`src/hdl/scmc_pkg.sv`:
```
// package for the system clock and power-mode controller
// ----------------------------------------------------------------------------
// Functional notes
// - crystal low-power bit clears at power-on, so the crystal quick-starts.
// - crystal keeps running in either power setting; only current differs.
// - switching system clock to sub-clock stops the fast oscillator.
// - sub-clock source is slow RC or crystal, a static build option.
// - normal mode runs the CPU from fast RC divided by 1 to 64.
// - slow mode clocks the CPU from sub-clock with fast clock off.
// - halt with idle-enable low enters sleep: CPU, clocks, watchdog stop.
// - halt with idle-enable high, keep bit low: CPU and system clock stop.
// - halt with idle-enable and keep bit high: only the CPU stops.
// - clock field 000/001 pick sub-clock; 010..111 pick fast/64 down to /2.
// - fast-select high uses undivided fast clock, ignoring the clock field.
// - slow ready low in sleep; rises after 1024 crystal or 1-2 RC cycles.
// - fast ready cleared at power-on, low in sleep/idle_sub_only_mode, up in 15-16 cycles.
// - mode register: field 7:5, bit 4 zero, flags 3:2 read-only, 1:0 reset 1.
// - control register: keep 7, zero 6, freq 5:4, crystal 3, flag 2, spare 1.
// - fast RC freq field: 00 8 MHz, 01 12 MHz, 10 16 MHz, 11 8 MHz.
// - crystal low-power bit only acts on builds with the crystal.
// ----------------------------------------------------------------------------
package scmc_pkg;

  // ----------------------------------------------------------------------------
  // register map
  // ----------------------------------------------------------------------------
  localparam logic [1:0] SCMC_MODE_IDX = 2'h0;
  localparam logic [1:0] SCMC_CTRL_IDX = 2'h1;
  localparam logic [7:0] SCMC_MODE_RST = 8'h03;
  localparam logic [7:0] SCMC_CTRL_RST = 8'h00;
  localparam logic [7:0] SCMC_CTRL_WMASK = 8'hBF;

  // ----------------------------------------------------------------------------
  // field codes and counts
  // ----------------------------------------------------------------------------
  localparam logic [2:0] SCMC_CKS_SUB1 = 3'h1;
  localparam logic [1:0] SCMC_FREQ_8M = 2'h0;
  localparam logic [1:0] SCMC_FREQ_12M = 2'h1;
  localparam logic [1:0] SCMC_FREQ_16M = 2'h2;
  localparam logic [1:0] SCMC_FREQ_8M_ALT = 2'h3;
  localparam int SCMC_XTAL_READY_CYCLES = 1024;
  localparam int SCMC_SLOW_INTERNAL_RC_READY_CYCLES = 1;
  localparam int SCMC_FAST_INTERNAL_RC_READY_CYCLES = 15;
  localparam logic [7:0] SCMC_RATIO_SUB = 8'h01;

  // ----------------------------------------------------------------------------
  // types
  // ----------------------------------------------------------------------------
  typedef struct packed {
    logic [2:0] clock_divider_field;
    logic unused4;
    logic slow_osc_ready;
    logic fast_osc_ready;
    logic idle_enable;
    logic fast_select;
  } scmc_mode_t;

  typedef struct packed {
    logic idle_sysclk_keep;
    logic unused6;
    logic [1:0] fast_rc_freq_field;
    logic crystal_low_power;
    logic low_voltage_reset_flag;
    logic spare;
    logic watchdog_ctl_reset_flag;
  } scmc_ctrl_t;

  typedef enum logic [1:0] {
    SCMC_RUN = 2'b00,
    SCMC_SLEEP = 2'b01,
    SCMC_IDLE_SUB = 2'b10,
    SCMC_IDLE_SYS = 2'b11
  } scmc_state_t;

  typedef struct packed {
    logic use_sub;
    logic [7:0] ratio;
  } scmc_src_t;

endpackage

```
`src/hdl/scmc_top.sv`:
```
// system clock source, divider, power modes and register slave
`timescale 1ns/1ps
module scmc_top
  import scmc_pkg::*;
#(
  parameter bit USE_CRYSTAL = 1'b0,
  parameter int ADDR_W = 4
)
(
  // clock and reset
  input wire logic clk_i,
  input wire logic nrst_i,
  // wishbone slave
  input wire logic wb_cyc_i,
  input wire logic wb_stb_i,
  input wire logic wb_we_i,
  input wire logic [ADDR_W-1:0] wb_adr_i,
  input wire logic [3:0] wb_sel_i,
  input wire logic [31:0] wb_dat_i,
  output logic [31:0] wb_dat_o,
  output logic wb_ack_o,
  // cpu power requests
  input wire logic halt_i,
  input wire logic wake_i,
  // oscillator pins
  input wire logic fast_rc_clk_i,
  input wire logic sub_clk_i,
  // oscillator controls
  output logic fast_osc_en_o,
  output logic sub_osc_en_o,
  output logic crystal_low_power_o,
  output logic [1:0] fast_rc_freq_o,
  // clocks and mode status
  output logic sys_clk_o,
  output logic cpu_run_o,
  output logic watchdog_en_o,
  output logic [1:0] power_mode_o
);

  // ----------------------------------------------------------------------------
  // pin synchronisers
  // ----------------------------------------------------------------------------
  logic [1:0] fast_sync;
  logic [1:0] sub_sync;
  logic fast_last;
  logic sub_last;
  logic fast_edge;
  logic sub_edge;
  logic fast_rise;
  logic sub_rise;

  always_ff @(posedge clk_i or negedge nrst_i)
  begin
    if (!nrst_i)
    begin
      fast_sync <= 2'h0;
      sub_sync <= 2'h0;
      fast_last <= 1'b0;
      sub_last <= 1'b0;
    end
    else
    begin
      fast_sync <= {fast_sync[0], fast_rc_clk_i};
      sub_sync <= {sub_sync[0], sub_clk_i};
      fast_last <= fast_sync[1];
      sub_last <= sub_sync[1];
    end
  end

  always_comb
  begin
    fast_edge = fast_sync[1] ^ fast_last;
    sub_edge = sub_sync[1] ^ sub_last;
    fast_rise = fast_sync[1] & ~fast_last;
    sub_rise = sub_sync[1] & ~sub_last;
  end

  // ----------------------------------------------------------------------------
  // registers and power state
  // ----------------------------------------------------------------------------
  scmc_mode_t mode;
  scmc_mode_t next_mode;
  scmc_ctrl_t ctrl;
  scmc_ctrl_t next_ctrl;
  scmc_state_t state;
  scmc_state_t next_state;
  logic ack;
  logic next_ack;
  logic [31:0] rdata;
  logic [31:0] next_rdata;
  logic slow_ready;
  logic fast_ready;
  logic wr_hit;
  logic [7:0] wbyte;
  logic [1:0] widx;
  logic map_hit;

  always_comb
  begin
    widx = wb_adr_i[3:2];
    map_hit = (ADDR_W <= 4 || (wb_adr_i >> 4) == '0) &&
      (widx == SCMC_MODE_IDX || widx == SCMC_CTRL_IDX);
    wr_hit = wb_cyc_i && wb_stb_i && !ack && wb_we_i && wb_sel_i[0];
    wbyte = wb_dat_i[7:0];
    next_ack = wb_cyc_i && wb_stb_i && !ack;
    next_mode = mode;
    next_ctrl = ctrl;
    next_rdata = 32'h0;
    if (wr_hit && map_hit && widx == SCMC_MODE_IDX)
    begin
      next_mode.clock_divider_field = wbyte[7:5];
      next_mode.idle_enable = wbyte[1];
      next_mode.fast_select = wbyte[0];
    end
    if (wr_hit && map_hit && widx == SCMC_CTRL_IDX)
    begin
      next_ctrl = scmc_ctrl_t'(wbyte & SCMC_CTRL_WMASK);
    end
    if (!USE_CRYSTAL)
    begin
      next_ctrl.crystal_low_power = 1'b0;
    end
    next_mode.unused4 = 1'b0;
    next_mode.slow_osc_ready = slow_ready;
    next_mode.fast_osc_ready = fast_ready;
    if (wb_cyc_i && wb_stb_i && !ack && !wb_we_i && map_hit)
    begin
      if (widx == SCMC_MODE_IDX)
      begin
        next_rdata = {24'h0, mode};
      end
      else
      begin
        next_rdata = {24'h0, ctrl};
      end
    end
    next_state = state;
    unique case (state)
      SCMC_RUN:
      begin
        if (halt_i)
        begin
          if (!mode.idle_enable)
          begin
            next_state = SCMC_SLEEP;
          end
          else if (!ctrl.idle_sysclk_keep)
          begin
            next_state = SCMC_IDLE_SUB;
          end
          else
          begin
            next_state = SCMC_IDLE_SYS;
          end
        end
      end
      SCMC_SLEEP, SCMC_IDLE_SUB, SCMC_IDLE_SYS:
      begin
        if (wake_i)
        begin
          next_state = SCMC_RUN;
        end
      end
    endcase
  end

  always_ff @(posedge clk_i or negedge nrst_i)
  begin
    if (!nrst_i)
    begin
      mode <= scmc_mode_t'(SCMC_MODE_RST);
      ctrl <= scmc_ctrl_t'(SCMC_CTRL_RST);
      state <= SCMC_RUN;
      ack <= 1'b0;
      rdata <= 32'h0;
    end
    else
    begin
      mode <= next_mode;
      ctrl <= next_ctrl;
      state <= next_state;
      ack <= next_ack;
      rdata <= next_rdata;
    end
  end

  // ----------------------------------------------------------------------------
  // source request and oscillator enables
  // ----------------------------------------------------------------------------
  scmc_src_t req_src;
  scmc_src_t active;
  scmc_src_t next_active;
  logic fast_needed;

  always_comb
  begin
    req_src.use_sub = 1'b0;
    req_src.ratio = 8'h01;
    if (mode.fast_select)
    begin
      req_src.ratio = 8'h01;
    end
    else if (mode.clock_divider_field <= SCMC_CKS_SUB1)
    begin
      req_src.use_sub = 1'b1;
      req_src.ratio = SCMC_RATIO_SUB;
    end
    else
    begin
      req_src.ratio = 8'(9'h100 >> mode.clock_divider_field);
    end
    fast_needed = !req_src.use_sub || !active.use_sub;
    fast_osc_en_o = fast_needed && (state == SCMC_RUN || state == SCMC_IDLE_SYS);
    sub_osc_en_o = (state != SCMC_SLEEP);
    watchdog_en_o = (state != SCMC_SLEEP);
    cpu_run_o = (state == SCMC_RUN);
    power_mode_o = state;
    crystal_low_power_o = ctrl.crystal_low_power;
    fast_rc_freq_o = (ctrl.fast_rc_freq_field == SCMC_FREQ_8M_ALT) ?
      SCMC_FREQ_8M : ctrl.fast_rc_freq_field;
    wb_ack_o = ack;
    wb_dat_o = rdata;
  end

  // ----------------------------------------------------------------------------
  // oscillator ready counters
  // ----------------------------------------------------------------------------
  localparam int SLOW_TARGET = USE_CRYSTAL ? SCMC_XTAL_READY_CYCLES : SCMC_SLOW_INTERNAL_RC_READY_CYCLES;
  logic [10:0] slow_cnt;
  logic [10:0] next_slow_cnt;
  logic [4:0] fast_cnt;
  logic [4:0] next_fast_cnt;
  logic next_slow_ready;
  logic next_fast_ready;

  always_comb
  begin
    next_slow_cnt = slow_cnt;
    next_slow_ready = slow_ready;
    next_fast_cnt = fast_cnt;
    next_fast_ready = fast_ready;
    if (!sub_osc_en_o)
    begin
      next_slow_cnt = 11'h000;
      next_slow_ready = 1'b0;
    end
    else if (!slow_ready && sub_rise)
    begin
      next_slow_cnt = slow_cnt + 11'h001;
      if (slow_cnt == 11'(SLOW_TARGET - 1))
      begin
        next_slow_ready = 1'b1;
      end
    end
    if (!fast_osc_en_o)
    begin
      next_fast_cnt = 5'h00;
      next_fast_ready = 1'b0;
    end
    else if (!fast_ready && fast_rise)
    begin
      next_fast_cnt = fast_cnt + 5'h01;
      if (fast_cnt == 5'(SCMC_FAST_INTERNAL_RC_READY_CYCLES - 1))
      begin
        next_fast_ready = 1'b1;
      end
    end
  end

  always_ff @(posedge clk_i or negedge nrst_i)
  begin
    if (!nrst_i)
    begin
      slow_cnt <= 11'h000;
      slow_ready <= 1'b0;
      fast_cnt <= 5'h00;
      fast_ready <= 1'b0;
    end
    else
    begin
      slow_cnt <= next_slow_cnt;
      slow_ready <= next_slow_ready;
      fast_cnt <= next_fast_cnt;
      fast_ready <= next_fast_ready;
    end
  end

  // ----------------------------------------------------------------------------
  // glitch-free divider and source switch
  // ----------------------------------------------------------------------------
  logic sys_clk;
  logic next_sys_clk;
  logic [7:0] div_cnt;
  logic [7:0] next_div_cnt;
  logic src_edge;
  logic new_ready;
  logic clk_allowed;

  always_comb
  begin
    next_active = active;
    next_div_cnt = div_cnt;
    next_sys_clk = sys_clk;
    src_edge = active.use_sub ? sub_edge : fast_edge;
    new_ready = req_src.use_sub ? slow_ready : fast_ready;
    clk_allowed = (state == SCMC_RUN) || (state == SCMC_IDLE_SYS);
    if (!sys_clk && req_src != active && new_ready)
    begin
      next_active = req_src;
      next_div_cnt = 8'h00;
    end
    else if (src_edge && (clk_allowed || sys_clk))
    begin
      if (div_cnt >= active.ratio - 8'h01)
      begin
        next_div_cnt = 8'h00;
        next_sys_clk = !sys_clk && clk_allowed;
      end
      else
      begin
        next_div_cnt = div_cnt + 8'h01;
      end
    end
  end

  always_ff @(posedge clk_i or negedge nrst_i)
  begin
    if (!nrst_i)
    begin
      active <= '{use_sub: 1'b0, ratio: 8'h01};
      div_cnt <= 8'h00;
      sys_clk <= 1'b0;
    end
    else
    begin
      active <= next_active;
      div_cnt <= next_div_cnt;
      sys_clk <= next_sys_clk;
    end
  end

  assign sys_clk_o = sys_clk;

endmodule

```
`config.mk`:
```
export PLATFORM = sky130hd
export DESIGN_NAME = scmc_top
export DESIGN_NICKNAME = d
export VERILOG_FILES = /design/src/hdl/scmc_pkg.sv /design/src/hdl/scmc_top.sv
export SDC_FILE = /design/constraint.sdc
export NUM_CORES = 1
export LEC_CHECK = 0
export BUFFER_PORTS_ARGS = -buffer_cell sky130_fd_sc_hd__buf_2
export CAP_MARGIN = 30
export CORE_ASPECT_RATIO = 2
export CORE_UTILIZATION = 47
export DETAILED_ROUTE_END_ITERATION = 8
export GPL_TIMING_DRIVEN = 0
export PLACE_DENSITY = 0.72
export REMOVE_ABC_BUFFERS = 1
export SYNTH_ARGS = -nofsm -noshare
export SYNTH_HDL_FRONTEND = slang
export SYNTH_SLANG_ARGS = --single-unit
```
`constraint.sdc`:
```
create_clock -name clk_i -period 2.85 [get_ports clk_i]
set_input_delay 0.1425 -clock clk_i [delete_from_list [all_inputs] [get_ports clk_i]]
set_output_delay 0.1425 -clock clk_i [all_outputs]
set_load 0.02 [all_outputs]
```
==> flow_summary.json <==
{
  "post-route-drc-count": 0,
  "layout-area-overhead-vs-synth_pct": 13.6,
  "critical_path_arrival_ns": 2.91,
  "synth-simple-area-share": 0.166,
  "endpoint_kind": "flip-flop",
  "maxSlewHeadroom": 0.368,
  "criticalPathCategory": "flip-flop to flip-flop",
  "rsz0062_at_grt": "no",
  "yosysMostFrequentCell": "dfrtp_1",
  "synthFlopType": "dfrtp_1",
  "rows": 45,
  "initial_core_util": 0.486,
  "slew_violations": 0,
  "antenna_found_initial": 0,
  "viasPerCell": 5.38,
  "numPortBuffers": 36,
  "seq_area_frac_synth": 0.448,
  "max-vdd-ir-drop_uv": 706,
  "ys_seq_elements": 66,
  "crit_required_ns": 3.06,
  "yosysWarningCount": 0,
  "grt_max_degree": 67,
  "cts_sinks": 66,
  "power.density_nw_per_um2": 1010,
  "syn_inst": 362,
  "reg2reg_to": "active[6]",
  "first_global_vias": 2609,
  "grt_pass1_wl_mm": 12.0,
  "dr.pass1.iters": 4,
  "clk_pin_slew_ns": 0.05,
  "grtUsageMet3": 0.0304,
  "drt_iter0_drc": 79,
  "synth_area_leaders": "dfrtp_1 43%, ha_1 6.4%, buf_4 5.5%",
  "r2r_cells": 5,
  "synth_common_cells": "63 x dfrtp_1, 32 x nor2_1, 28 x nand2_1",
  "dieArea_um2": 8240,
  "layout.nets": 465,
  "hold_ws_ns": 0.0431,
  "cts_setup_buffers": 0,
  "cp-start-kind": "flip-flop",
  "min_from": "wb_dat_i[4]",
  "cts.htree.levels": 3,
  "grt_busiest_layer": "met2",
  "grt.overflow.total": 0,
  "hold_depth": 2,
  "worst_pin_slew_ns": 0.939,
  "fillers": 679,
  "cap_viol_max_count": 0,
  "pin_count": 92,
  "pre_cts_slack_ns": -0.0764,
  "timing.fmax_ghz": 0.372,
  "synth_xor_area_frac": 0.0474,
  "finalWirelength_mm": 7.26,
  "finalWorstSetupSlack_ns": 0.159,
  "synth_edf_count": 0,
  "core_area_um2": 7600,
  "wl_per_cell_um": 14.6,
  "num_vias": 2670,
  "die_y_um": 127,
  "finalHoldViolCount": 0,
  "clock_skew_ns": 0.00599,
  "synth_top_family_by_area": "simple AND/OR/NAND/NOR gates",
  "clk_latency_ns": 0.33,
  "cp_max_fo": 16,
  "fin_crit_ns": 2.69,
  "synthArstFlopShare": 1.00,
  "yosysTopAreaCell": "dfrtp_1",
  "netlist.area_leader.share": 0.427,
  "grt_usage": 0.192,
  "r2r_start": "mode[7]",
  "antenna_left": 0,
  "cts_buffer_depth": 2,
  "die_x_um": 64.7,
  "ys_types": 55,
  "p_leak_nw": 1.98,
  "yosys.area_share.adder": 0.0644,
  "met2_usage": 0.336,
  "cts_root_buf": "clkbuf_16",
  "antennaDiodeCount": 0,
  "outcome": "complete, no violations",
  "syn_area_um2": 3690,
  "setup_viol": 0,
  "synth.area.mux_share": 0.0722,
  "hp-class": "primary input to flip-flop",
  "syn_area_per_cell_um2": 10.2,
  "min_period_over_period": 0.944,
  "final_util": 0.552,
  "cts_buffers": 9,
  "synth-compound-area-share": 0.102,
  "hpwl_mm": 5.07,
  "min_to": "ctrl[4]",
  "drive_above_1_share": 0.226,
  "cts_tree": "built",
  "r2r_slack_ns": 0.16,
  "use_met1": 0.207,
  "place.gp.congestion": 0.843
}
==> metal layers <==
metal  part of all wire  up-vias  wire (µm)
li1                   -     1284          -
met1               0.38     1300       2740
met2               0.56       67       4040
met3              0.029       19        208
met4              0.037        0        267
met5                  0        -          0
==> through the flow <==
step           setup TNS [ns]  total power, mW  instance area [µm²]  cells
2_1_floorplan               0             2.42                 3480    345
5_1_grt                     0             4.51                 4190    496
3_5_place_dp           -0.459             2.85                 3790    476
4_1_cts                     0             4.14                 4170    495
6_report                    0             4.22                 4190    496
3_3_place_gp           -0.111             2.77                 3780    475
==> kinds of logic (layout without fill, tap and decap cells) <==
group | count (synthesis) | count (layout)
mux | 23 | 23
buf+inv | 58 | 73
flops | 66 | 66
simple gates | 120 | 120
fa+ha+maj | 19 | 19
compound gates | 55 | 56
xor+xnor | 20 | 20
other cells | 1 | 25
==> worst max-delay path: stages (launching register included) <==
cell	delay, ns
dfrtp_1	0.51
nor3_2	0.35
ha_1	0.29
or4_1	0.53
o31a_2	0.53
mux2_4	0.35
==> worst max path at each step <==
stage	startpoint	endpoint	slack (ns)	depth (start not counted)
floorplan	mode[7]	active[6]	0.30	5
global placement	mode[7]	active[8]	-0.03	5
detailed placement	mode[7]	active[8]	-0.08	5
finish	mode[7]	active[6]	0.16	5
global route	active[2]	sys_clk_o	0.07	9
CTS	active[2]	sys_clk_o	0.03	9
==> where the power goes <==
| part | internal [mW] | switching (mW) | total, mW |
|---|---|---|---|
| registers | 1.12 | 0.227 | 1.34 |
| clock network | 0.853 | 0.403 | 1.26 |
| logic | 0.668 | 0.951 | 1.62 |
| total | 2.64 | 1.58 | 4.22 |
==> layout make-up <==
type                            count  area [µm²]  share of cell area
Clock buffer                        9         225              0.0537
Clock inverter                      7         116              0.0277
Inverter                           17        63.8              0.0152
Multi-Input combinational cell    263        1800               0.428
Sequential cell                    66        1660               0.395
Tap cell                           94         118              0.0280
Timing Repair Buffer               40         220              0.0525
==> flip-flops by register name (all words and copies together) (netlist names), 5 cells and up <==
signal,flops
div_cnt,8
slow_cnt,11
fast_cnt,5
wb_dat_o,8
mode,7
ctrl,6
active,9
==> cell usage in the layout, fill, tap and decap left out, drive strengths merged, types with 4 or more instances in the layout <==
master and n:
o21ai 8, nand2b 5, inv 18, nor2b 6, nor4 4, nand2 28, xnor2 7, o211ai 4
and2 6, clkbuf 9, buf 37, nor3 11, o22ai 5, a21oi 15, conb 25, xor2 13
ha 19, dfrtp 63, nand4 5, and3 4, mux2 20, nor2 32
==> what timing repair did <==
item	CTS	global route
gates resized for setup	1	5
cloned	0	1
hold endpoints to repair	65	0
setup endpoints to repair	8	17
hold buffers	3	0
Power figures use the tool's default switching activity.
